File: src/verilog/tcp_params.svh
// Constants for the timer channel pin control block.
// Assumes inclusion by bare name from each design file.
`ifndef TCP_PARAMS_SVH
`define TCP_PARAMS_SVH

// Number of channels in this timer unit.
`define TCP_NCH           8
// Register word offsets, byte addresses on the bus.
`define TCP_ADR_CTRL      8'h00
`define TCP_ADR_MOD       8'h04
`define TCP_ADR_COUNT     8'h08
`define TCP_ADR_FLAGS     8'h0c
`define TCP_ADR_PINS      8'h10
`define TCP_CH_CFG_BASE   3'h1
`define TCP_CH_VAL_BASE   3'h2
// Field positions in the control register.
`define TCP_CTRL_CSS_LSB  0
`define TCP_CTRL_CENTER_ALIGNED_SELECT    2
// Field positions in a channel configuration register.
`define TCP_CFG_ELS_LSB   0
`define TCP_CFG_MODE_LSB  2
// Clock source encodings.
`define TCP_CSS_OFF       2'h0
`define TCP_CSS_BUS       2'h1
`define TCP_CSS_FIXED     2'h2
`define TCP_CSS_EXT       2'h3
// Reset values.
`define TCP_RST_CTRL      3'h0
`define TCP_RST_MOD       16'h0000
`define TCP_RST_CFG       4'h0
`define TCP_RST_VAL       16'h0000
// Count value treated as top when the modulo is zero.
`define TCP_FREE_TOP      16'hffff

`endif

File: src/verilog/tcp_pkg.sv
// Types shared by the timer channel pin control block.
// Assumes the parameter header is compiled alongside.
package tcp_pkg;

  // Counting direction, one bit so trivially Gray coded.
  typedef enum logic {
    TCP_UP   = 1'b0,
    TCP_DOWN = 1'b1
  } tcp_dir_t;

  // Whole state of the core.
  typedef struct packed {
    logic [1:0]      css;
    logic            center_aligned_select;
    logic [15:0]     modv;
    logic [15:0]     cnt;
    tcp_dir_t        dir;
    logic            step;
    logic [7:0]      flags;
    logic [7:0][3:0] cfg;
    logic            ack;
    logic [31:0]     rdat;
    logic            ext_prev;
    logic            fix_prev;
  } tcp_core_t;

  // Whole state of one channel.
  typedef struct packed {
    logic [15:0] val;
    logic        out;
    logic        prev;
    logic        evt;
  } tcp_chan_t;

  // Whole state of a two-stage synchroniser.
  typedef struct packed {
    logic [9:0] s1;
    logic [9:0] s2;
  } tcp_sync_t;

endpackage

File: src/verilog/tcp_top.sv
// Timer channel pin control: counter, eight channels and a Wishbone
// slave holding the configuration.
// Assumes classic Wishbone on mclk; pins arrive asynchronously.
//
// Notes on behaviour
// Unit has one to eight channels, each with one two-way pin.
// Pin with no timer function enabled stays under port control.
// After reset no timer function is enabled on any pin.
// Clock source is off, bus clock, fixed clock or external pin.
// Source code 00 off, 01 bus, 10 fixed, 11 external.
// External clock is synchronised; it runs at most quarter bus rate.
// Software must not use a channel pin also used as clock input.
// With external clock, edge/level 00 channel still times, no pin.
// No pin drive when edge/level is 00 or clock source is 00.
// Center select with nonzero edge/level gives center PWM on pins.
// Mode 00 with nonzero edge/level captures count on chosen edges.
// Capture input synchronised; pulses of four clocks are seen.
// Mode 01 drives pin and acts when value equals count.
// Compare action: 01 toggles, 10 clears, 11 sets the pin.
// Toggle mode keeps previous pin level until the next match.
// Edge PWM 10: high at count zero, low at match.
// Edge PWM low bit set: low at count zero, high at match.
// Edge PWM period is modulo plus one; count only goes up.
// Center PWM 10: clear on up match, set on down match.
// Center PWM low bit set: set on up match, clear on down match.
// Center mode counts zero up to modulo and back down.
`timescale 1ns/1ps
`include "tcp_params.svh"
module tcp_top (
  input  wire logic        mclk,              // Bus clock, 10 MHz.
  input  wire logic        rstn,              // Async reset, active low.
  input  wire logic        wb_cyc_i,          // Wishbone cycle.
  input  wire logic        wb_stb_i,          // Wishbone strobe.
  input  wire logic        wb_we_i,           // Wishbone write enable.
  input  wire logic [7:0]  wb_adr_i,          // Wishbone byte address.
  input  wire logic [3:0]  wb_sel_i,          // Wishbone byte selects.
  input  wire logic [31:0] wb_dat_i,          // Wishbone write data.
  output logic      [31:0] wb_dat_o,          // Wishbone read data.
  output logic             wb_ack_o,          // Wishbone acknowledge.
  input  wire logic        external_count_clock_pin, // External clock.
  input  wire logic        fixed_clock_in,    // Fixed system clock.
  input  wire logic [7:0]  channel_pin_i,     // Channel pin levels.
  output logic      [7:0]  channel_pin_o,     // Channel pin drive.
  output logic      [7:0]  channel_pin_oe     // Channel pin enables.
);

  tcp_pkg::tcp_core_t st_q;
  tcp_pkg::tcp_core_t st_d;
  logic [9:0]         sync_q;
  logic [7:0]         pin_sync;
  logic               ext_sync;
  logic               fix_sync;
  logic [7:0][15:0]   ch_val;
  logic [7:0]         ch_evt;
  logic [7:0]         ch_wr;
  logic [15:0]        wr_word;
  logic               req;
  logic               tick;
  logic [15:0]        top;
  logic [2:0]         region;
  logic [2:0]         idx;

  // All pins cross into mclk through two flip-flops.
  tcp_sync #(
    .W (10)
  ) u_sync (
    .mclk (mclk),
    .rstn (rstn),
    .d    ({fixed_clock_in, external_count_clock_pin, channel_pin_i}),
    .q    (sync_q)
  );

  assign pin_sync = sync_q[7:0];
  assign ext_sync = sync_q[8];
  assign fix_sync = sync_q[9];

  // Bus decode and the low half of write data with byte lanes applied.
  always_comb begin
    req     = wb_cyc_i && wb_stb_i && !st_q.ack;
    region  = wb_adr_i[7:5];
    idx     = wb_adr_i[4:2];
    wr_word = st_q.modv;
    if (region == `TCP_CH_VAL_BASE) begin
      wr_word = ch_val[idx];
    end
    if (wb_sel_i[0]) begin
      wr_word[7:0] = wb_dat_i[7:0];
    end
    if (wb_sel_i[1]) begin
      wr_word[15:8] = wb_dat_i[15:8];
    end
    ch_wr = 8'h00;
    if (req && wb_we_i && (region == `TCP_CH_VAL_BASE)) begin
      ch_wr[idx] = 1'b1;
    end
  end

  // Counter clock source selection.
  always_comb begin
    case (st_q.css)
      `TCP_CSS_BUS:   tick = 1'b1;
      `TCP_CSS_FIXED: tick = fix_sync && !st_q.fix_prev;
      `TCP_CSS_EXT:   tick = ext_sync && !st_q.ext_prev;
      default:        tick = 1'b0;
    endcase
    top = (st_q.modv == 16'h0000) ? `TCP_FREE_TOP : st_q.modv;
  end

  // Next state: counter, flags and the register file.
  always_comb begin
    st_d          = st_q;
    st_d.ext_prev = ext_sync;
    st_d.fix_prev = fix_sync;
    st_d.step     = tick;
    st_d.ack      = req;
    // Counting.
    if (tick) begin
      if (!st_q.center_aligned_select) begin
        st_d.dir = tcp_pkg::TCP_UP;
        if (st_q.cnt == top) begin
          st_d.cnt = 16'h0000;
        end else begin
          st_d.cnt = st_q.cnt + 16'h0001;
        end
      end else if (st_q.dir == tcp_pkg::TCP_UP) begin
        if (st_q.cnt >= top) begin
          st_d.dir = tcp_pkg::TCP_DOWN;
          st_d.cnt = st_q.cnt - 16'h0001;
        end else begin
          st_d.cnt = st_q.cnt + 16'h0001;
        end
      end else begin
        if (st_q.cnt == 16'h0000) begin
          st_d.dir = tcp_pkg::TCP_UP;
          st_d.cnt = 16'h0001;
        end else begin
          st_d.cnt = st_q.cnt - 16'h0001;
        end
      end
    end
    // Read data for the access being answered.
    st_d.rdat = 32'h0000_0000;
    if (req && !wb_we_i) begin
      case (wb_adr_i)
        `TCP_ADR_CTRL:  st_d.rdat = {29'h0, st_q.center_aligned_select, st_q.css};
        `TCP_ADR_MOD:   st_d.rdat = {16'h0, st_q.modv};
        `TCP_ADR_COUNT: st_d.rdat = {15'h0, st_q.dir, st_q.cnt};
        `TCP_ADR_FLAGS: st_d.rdat = {24'h0, st_q.flags};
        `TCP_ADR_PINS:  st_d.rdat = {16'h0, channel_pin_oe, pin_sync};
        default: begin
          if (region == `TCP_CH_CFG_BASE) begin
            st_d.rdat = {28'h0, st_q.cfg[idx]};
          end else if (region == `TCP_CH_VAL_BASE) begin
            st_d.rdat = {16'h0, ch_val[idx]};
          end
        end
      endcase
    end
    // Register writes; unmapped addresses are acknowledged and ignored.
    if (req && wb_we_i) begin
      case (wb_adr_i)
        `TCP_ADR_CTRL: begin
          if (wb_sel_i[0]) begin
            st_d.css   = wb_dat_i[`TCP_CTRL_CSS_LSB +: 2];
            st_d.center_aligned_select = wb_dat_i[`TCP_CTRL_CENTER_ALIGNED_SELECT];
          end
        end
        `TCP_ADR_MOD: st_d.modv = wr_word;
        `TCP_ADR_COUNT: begin
          // Any write restarts the count, whatever the data.
          st_d.cnt = 16'h0000;
          st_d.dir = tcp_pkg::TCP_UP;
        end
        `TCP_ADR_FLAGS: begin
          if (wb_sel_i[0]) begin
            st_d.flags = st_q.flags & ~wb_dat_i[7:0];
          end
        end
        default: begin
          if ((region == `TCP_CH_CFG_BASE) && wb_sel_i[0]) begin
            st_d.cfg[idx] = wb_dat_i[3:0];
          end
        end
      endcase
    end
    // Channel events set flags; a set wins over a clear.
    st_d.flags = st_d.flags | ch_evt;
  end

  // Core state register; reset leaves every channel disabled.
  always_ff @(posedge mclk or negedge rstn) begin
    if (!rstn) begin
      st_q       <= '0;
      {st_q.center_aligned_select, st_q.css} <= `TCP_RST_CTRL;
      st_q.cfg   <= {`TCP_NCH{`TCP_RST_CFG}};
      st_q.modv  <= `TCP_RST_MOD;
    end else begin
      st_q <= st_d;
    end
  end

  // One channel per pin.
  for (genvar n = 0; n < `TCP_NCH; n++) begin : g_ch
    tcp_chan u_chan (
      .mclk     (mclk),
      .rstn     (rstn),
      .css      (st_q.css),
      .center_aligned_select    (st_q.center_aligned_select),
      .mode     (st_q.cfg[n][`TCP_CFG_MODE_LSB +: 2]),
      .els      (st_q.cfg[n][`TCP_CFG_ELS_LSB +: 2]),
      .cnt      (st_q.cnt),
      .dir      (st_q.dir),
      .step     (st_q.step),
      .pin_sync (pin_sync[n]),
      .wr_en    (ch_wr[n]),
      .wr_data  (wr_word),
      .val      (ch_val[n]),
      .pin_out  (channel_pin_o[n]),
      .pin_oe   (channel_pin_oe[n]),
      .evt      (ch_evt[n])
    );
  end

  assign wb_dat_o = st_q.rdat;
  assign wb_ack_o = st_q.ack;

endmodule

File: src/verilog/tcp_sync.sv
// Two flip-flop synchroniser for pins arriving from outside mclk.
// Assumes W is at most 10, the width held in the package type.
`timescale 1ns/1ps
module tcp_sync #(
  parameter int W = 10
) (
  input  wire logic         mclk,  // Bus clock.
  input  wire logic         rstn,  // Asynchronous reset, active low.
  input  wire logic [W-1:0] d,     // Asynchronous inputs.
  output logic      [W-1:0] q      // Synchronised inputs.
);

  tcp_pkg::tcp_sync_t st_q;
  tcp_pkg::tcp_sync_t st_d;

  // The first stage feeds only the second stage.
  always_comb begin
    st_d    = st_q;
    st_d.s1 = 10'(d);
    st_d.s2 = st_q.s1;
  end

  // State register.
  always_ff @(posedge mclk or negedge rstn) begin
    if (!rstn) begin
      st_q <= '0;
    end else begin
      st_q <= st_d;
    end
  end

  assign q = st_q.s2[W-1:0];

endmodule

File: src/verilog/tcp_chan.sv
// One timer channel: capture, compare and both PWM forms on one pin.
// Assumes pin_sync is already synchronised and count updates are
// flagged by step in the same cycle as the new count appears.
`timescale 1ns/1ps
`include "tcp_params.svh"
module tcp_chan (
  input  wire logic             mclk,      // Bus clock.
  input  wire logic             rstn,      // Asynchronous reset, low.
  input  wire logic [1:0]       css,       // Clock source select.
  input  wire logic             center_aligned_select,     // Center-aligned select.
  input  wire logic [1:0]       mode,      // Channel mode select.
  input  wire logic [1:0]       els,       // Edge/level select.
  input  wire logic [15:0]      cnt,       // Timer count.
  input  wire tcp_pkg::tcp_dir_t dir,      // Count direction.
  input  wire logic             step,      // Count just changed.
  input  wire logic             pin_sync,  // Synchronised pin level.
  input  wire logic             wr_en,     // Software value write.
  input  wire logic [15:0]      wr_data,   // Value to write.
  output logic [15:0]           val,       // Channel value.
  output logic                  pin_out,   // Pin output level.
  output logic                  pin_oe,    // Pin output enable.
  output logic                  evt        // Capture or match pulse.
);

  tcp_pkg::tcp_chan_t st_q;
  tcp_pkg::tcp_chan_t st_d;
  logic               active;
  logic               own_out;
  logic               capture;
  logic               edge_hit;
  logic               match;

  // Ownership of the pin and the compare condition.
  always_comb begin
    active   = (els != 2'h0) && (css != `TCP_CSS_OFF);
    own_out  = active && (center_aligned_select || (mode != 2'h0));
    capture  = active && !center_aligned_select && (mode == 2'h0);
    edge_hit = (els[0] && pin_sync && !st_q.prev) ||
               (els[1] && !pin_sync && st_q.prev);
    match    = step && (cnt == st_q.val) &&
               (css != `TCP_CSS_OFF);
  end

  // Next state of the channel.
  always_comb begin
    st_d      = st_q;
    st_d.prev = pin_sync;
    st_d.evt  = 1'b0;
    if (!own_out) begin
      // Track the pin so a newly owned output starts at its level.
      st_d.out = pin_sync;
    end
    if (center_aligned_select) begin
      if (match && active) begin
        st_d.evt = 1'b1;
        if (dir == tcp_pkg::TCP_UP) begin
          st_d.out = els[0];
        end else begin
          st_d.out = !els[0];
        end
      end
    end else if (mode[1]) begin
      if (active && step && (cnt == 16'h0000)) begin
        st_d.out = !els[0];
      end
      if (match && active) begin
        st_d.evt = 1'b1;
        st_d.out = els[0];
      end
    end else if (mode == 2'h1) begin
      if (match) begin
        st_d.evt = 1'b1;
        case (els)
          2'h1:    st_d.out = !st_q.out;
          2'h2:    st_d.out = 1'b0;
          2'h3:    st_d.out = 1'b1;
          default: st_d.out = st_d.out;
        endcase
      end
    end else if (capture && edge_hit) begin
      st_d.evt = 1'b1;
      st_d.val = cnt;
    end
    if (wr_en) begin
      st_d.val = wr_data;
    end
  end

  // State register.
  always_ff @(posedge mclk or negedge rstn) begin
    if (!rstn) begin
      st_q <= {`TCP_RST_VAL, 3'h0};
    end else begin
      st_q <= st_d;
    end
  end

  assign val     = st_q.val;
  assign pin_out = st_q.out;
  assign pin_oe  = own_out;
  assign evt     = st_q.evt;

endmodule

File: config.mk
export PLATFORM = sky130hd
export DESIGN_NAME = tcp_top
export DESIGN_NICKNAME = d
export VERILOG_FILES = /design/src/verilog/tcp_pkg.sv /design/src/verilog/tcp_top.sv /design/src/verilog/tcp_sync.sv /design/src/verilog/tcp_chan.sv
export VERILOG_INCLUDE_DIRS = /design/src /design/src/verilog
export SDC_FILE = /design/constraint.sdc
export NUM_CORES = 1
export LEC_CHECK = 0
export BUFFER_PORTS_ARGS = -buffer_cell sky130_fd_sc_hd__buf_4
export CAP_MARGIN = 5
export CORE_MARGIN = 3
export CORE_UTILIZATION = 61
export CTS_BUF_LIST = sky130_fd_sc_hd__clkbuf_16
export DETAILED_ROUTE_END_ITERATION = 8
export GPL_TIMING_DRIVEN = 0
export PLACE_DENSITY_LB_ADDON = 0.12
export SETUP_SLACK_MARGIN = 0.4
export SYNTH_ARGS = -nofsm -noshare
export SYNTH_HDL_FRONTEND = slang
export SYNTH_SLANG_ARGS = --single-unit
File: constraint.sdc
create_clock -name mclk -period 7.3 [get_ports mclk]
set_input_delay 1.095 -clock mclk [delete_from_list [all_inputs] [get_ports mclk]]
set_output_delay 1.095 -clock mclk [all_outputs]
set_load 0.02 [all_outputs]
# == Yosys cells after proc, flatten, opt, wreduce, memory -nomap -nowiden ==
# Cells that the tools add are included.
# word_totals
register_bits,284
output_inout_bits,49
inputBits,59
# classes
bitwise,4
order_cmp,3
add_sub_neg,2
n_reduce_logical,222
n_eq_ne,74
muxes,202
# ops
cell,count
two-way mux 16 bit,48
equality test 16 bit,9
two-way mux 1 bit,123
logical AND 1 bit,121
two-way mux 17 bit,6
case mux 17 bit (5 select lines),1
two-way mux 32 bit,2
nonzero test 2 bit,25
binary-select mux 16 bit (select 3 bit),1
two-way mux 40 bit,1
two-way mux 8 bit,5
logical NOT 1 bit,37
"equality test 2 bit, second input constant",18
"equality test 2 x 1 -> 1 bit, second input constant",17
bitwise mux 32 bit,1
logical NOT 16 bit,2
"inequality test 2 x 1 -> 1 bit, second input constant",16
AND reduction 4 bit,8
case mux 1 bit (3 select lines),9
"adder 16 x 1 -> 16 bit, second input constant",1
"equality test 8 x 4 -> 1 bit, second input constant",2
>= comparator 16 bit,1
logical NOT 2 bit,8
logical OR 1 bit,16
20 further kinds,29

# == Longest topological paths before layout ==
# logic_depth
word_depth,10
mapped_depth,13

# == By module ==
# A second synthesis with hierarchy kept.
# hier_totals
hier_cells,2106
area_unflattened_um2,19646.3
# modules_own_cells
mod,cells_per_inst,area_per_inst_um2,n_inst
tcp_chan,155,1407.6,8
tcp_top,846,7885.1,1
tcp_sync,20,500.5,1

# == Worst setup path after synthesis ==
# Ideal clock, no wire load.
# synth_path
path_kind,register to register
start,reg st_q[104] (netlist name)
end,reg st_q[79] (netlist name)
path_stages_with_launch,14
setup_slack_ps,3861
t_arrival_ps,3307
path_buffers,3
required_ps,7168
synth_period_minus_slack_ps,3439
setup_time_ps,132
path_cell_list,dfrtp_1 -> nor4_1 -> and4_1 -> clkbuf_1 -> clkbuf_1 -> nor2_1 -> ha_1 -> nand4_4 -> or4_1 -> buf_2 -> a31o_1 -> a32oi_1 -> nor4_1 -> or3b_1
# synth_lines
element,line_no,rtl
"start, declared",tcp_top.sv:47,tcp_pkg::tcp_core_t st_q;
"start signal, assigned",tcp_top.sv:198,st_q <= st_d;

==> impl_metrics.csv <==
group,metric,value,unit
status,status,"completed",
min_path,hold_path.class,"flop to flop",
route,top_layer_used,"met4",
clock_network,cts_tree,"done",
critical_path,ff2ff_path_depth,12,
route,wl,67100,µm
route,ant_nets,0,
pwr,swShare,29.4,%
synthesis,synth_cell_types,85,
placement,dp.final_hpwl,51400,µm
critical_path,cp-end-kind,"flop",
grt,antenna_found_initial,1,
sta,tightest_slew,1280,ps
floorplan,start_util,62.5,%
route,wl_met2,29000,µm
layout,drive_gt1_share,17.3,%
critical_path,critPathMaxFanout,10,
sta,maxSlewViolCount,0,
route,drt-initial-drc-count,2273,
layout,nFillCells,2347,
route,dr_wl_met3,8060,µm
synthesis,synth-edff-count,0,
route,wl_met1,25400,µm
critical_path,crit_type,"flop to flop",
floorplan,rows,62,
synthesis,postSynthCellCount,1879,
grt,grt_max_degree,105,
floorplan,die_w,178,µm
clock_network,cts_buffer_depth,3,
synthesis,yosysTopAreaCellShare,37.1,%
sta,relSlewSlack,14.4,%
synthesis,postSynthAreaPerCell,9.64,µm²
sta,fmax,0.215,GHz
critical_path,regToRegSetupSlack,2650,ps
pwr,clkPwrFrac,42.2,%
grt,overflow,0,
sta,fin_skew,20.1,ps
pwr,pwr-share-comb,16.3,%
clock_network,post-cts-setup-buffers,0,
sta,finalSetupViolCount,0,
critical_path,worstPathArrival,5110,ps
clock_network,cts_buffers,30,
clock_network,path_clk_slew,70,ps
sta,holdWs,344,ps
pwr,powerDensity,191,nW/µm²
layout,final_nets,2075,
sta,finalHoldViolations,0,
synthesis,yosysWarnings,0,
layout,area_growth,12.0,%
route,vias,16458,
clock_network,clkLatencyLatePin,590,ps
floorplan,core,29000,µm²
grt,grt_pass1_vias,15807,
synthesis,syn_area,18100,µm²
clock_network,cts_root_buffer,"clkbuf_16",
floorplan,die_y,178,µm
clock_network,cts_resized,0,
floorplan,io_pins,108,
sta,finalCritPeriodShare,63.7,%
route,avgRoutedWirePerCell,27.9,µm
synthesis,yosys-top-cells-area,"dfrtp_1, mux2i_1, xor2_1",
route,drt-vias-per-instance,6.84,
sta,fin_crit,4650,ps
route,drc,0,
critical_path,start_kind,"flop",
pwr,vdd_drop_max,198,µV
layout,final-seq-area,6730,µm²
clock_network,cts_max_level,1,
synthesis,async_flop_share,100,%
floorplan,dieArea,31800,µm²
grt,track_usage,41.9,%
placement,place_congestion,1.02,
synthesis,yosysTopAreaCell,"dfrtp_1",
placement,port_buffers,70,
min_path,holdPathStages,0,
pwr,pwr-share-seq,41.5,%
grt,grt_pass1_wl,98800,µm
clock_network,cts_hold_buf,0,
clock_network,cts_sinks,269,
synthesis,synth-seq-area-share,37.1,%
job,drv_cap,0,
sta,setup_tns,0,ps
synthesis,ys_ff_latch,269,
pwr,p_switching,1140,µW
synthesis,ys.flop_type,"dfrtp_1",
pwr,p_int,2740,µW
layout,multi_input_area,10200,µm²
route,drtPass1Iterations,6,
pwr,power_leakage,0.00915,µW
critical_path,required,7760,ps
sta,rsz0062_at_grt,"false",
## logic make-up after synthesis
family | synth area share, %
AOI/OAI and AO/OA | 15.0
xor gates and xnor gates | 7.59
adders and majority gates | 1.31
buffers and inverters | 6.79
DFF | 37.1
muxes | 17.5
other | 0.0207
and+or+nand+nor | 14.6
## power by group through the flow
stage | registers (µW) | clock network, µW | logic (µW)
finish | 1610 | 1630 | 631
global route | 1610 | 1690 | 671
CTS | 1610 | 1630 | 611
floorplan | 1610 | 0 | 401
global placement | 1630 | 0 | 592
detailed placement | 1630 | 0 | 607
## per-layer routing
layer,GRT usage [%],vias up
met4,23.5,0
met2,62.2,1260
met3,9.43,264
met5,0,-
li1,-,7010
met1,56.9,7924
## path summary, 6_finish.rpt
check,to,start
max,st_q[81]$_DFF_PN0_,st_q[96]$_DFFE_PN0P_
min,u_sync.q[6]$_DFF_PN0_,u_sync.st_d[6]$_DFF_PN0_
max reg2reg,st_q[81]$_DFF_PN0_,st_q[96]$_DFFE_PN0P_
min reg2reg,u_sync.q[6]$_DFF_PN0_,u_sync.st_d[6]$_DFF_PN0_
max in group asynchronous,async pin,rstn
min in group asynchronous,st_q[86]$_DFF_PN0_,rstn
## cells in the mapped netlist, types with 6 or more instances
library cell    n
a22oi_1        21
nor2b_1        20
o211ai_1       12
mux4_2         24
nand2_1       172
a21boi_0       12
nor2_1         90
o31ai_1         7
a21o_1         12
a21oi_1        75
and4_1          7
nor4_1         51
o22ai_1         9
ha_1           19
nor3_1         32
o21ai_1        59
buf_4          66
mux2_1         62
dfrtp_1       269
a31oi_1        22
a222oi_1        7
mux2_2         60
a22o_1          9
o21ai_0        77
nand3_1        48
clkbuf_1       78
and3_1         11
nand4_1        11
a211oi_1       20
mux2i_1       126
or4_1          13
xor2_1        126
o31a_1          7
a311oi_1        6
xnor2_1        31
buf_2          35
buf_6           7
a21oi_2         8
inv_1          41
## cells in the final DEF, fill, tap and decap left out, types with 24 or more instances in the layout
| cell type | n |
|---|---|
| dfrtp_1 | 269 |
| nand2_1 | 172 |
| buf_4 | 135 |
| mux2i_1 | 126 |
| xor2_1 | 126 |
| nor2_1 | 90 |
| clkbuf_1 | 78 |
| o21ai_0 | 77 |
| a21oi_1 | 75 |
| mux2_1 | 62 |
| mux2_2 | 60 |
| o21ai_1 | 59 |
| nor4_1 | 51 |
| nand3_1 | 48 |
| inv_1 | 47 |
| buf_2 | 35 |
| nor3_1 | 32 |
| xnor2_1 | 31 |
| clkbuf_16 | 30 |
| mux4_2 | 24 |
## worst max-delay path: stages, from the launching register on
cell and delay, ps:
dfrtp_1 440, nor4_1 560, and4_1 270, clkbuf_1 320, clkbuf_1 440, nor2_1 120, ha_1 360, nand4_4 160
nor4_2 910, o21ai_0 180, a32oi_1 290, nor4_1 90, or3b_1 370
## layout make-up
type,instances,share of cell area (%)
Antenna cell,1,0.0123
Buffer,192,5.27
Clock buffer,30,3.70
Clock inverter,26,1.48
Inverter,43,0.795
Multi-Input combinational cell,1389,50.3
Sequential cell,269,33.2
Tap cell,384,2.37
Timing Repair Buffer,72,2.90
## stage by stage
step,total power (µW),cells,util (%),cell area [µm²],worst slack [ps]
after global placement,2220,2347,66.1,19200,2810
after global routing,3970,2405,69.9,20300,2600
final,3880,2406,70.0,20300,2650
after CTS,3850,2405,69.9,20300,2840
after floorplan,2010,1893,-,18200,3860
after detailed placement,2240,2349,66.3,19200,2850
No activity file was read; power rests on OpenSTA's default activity.
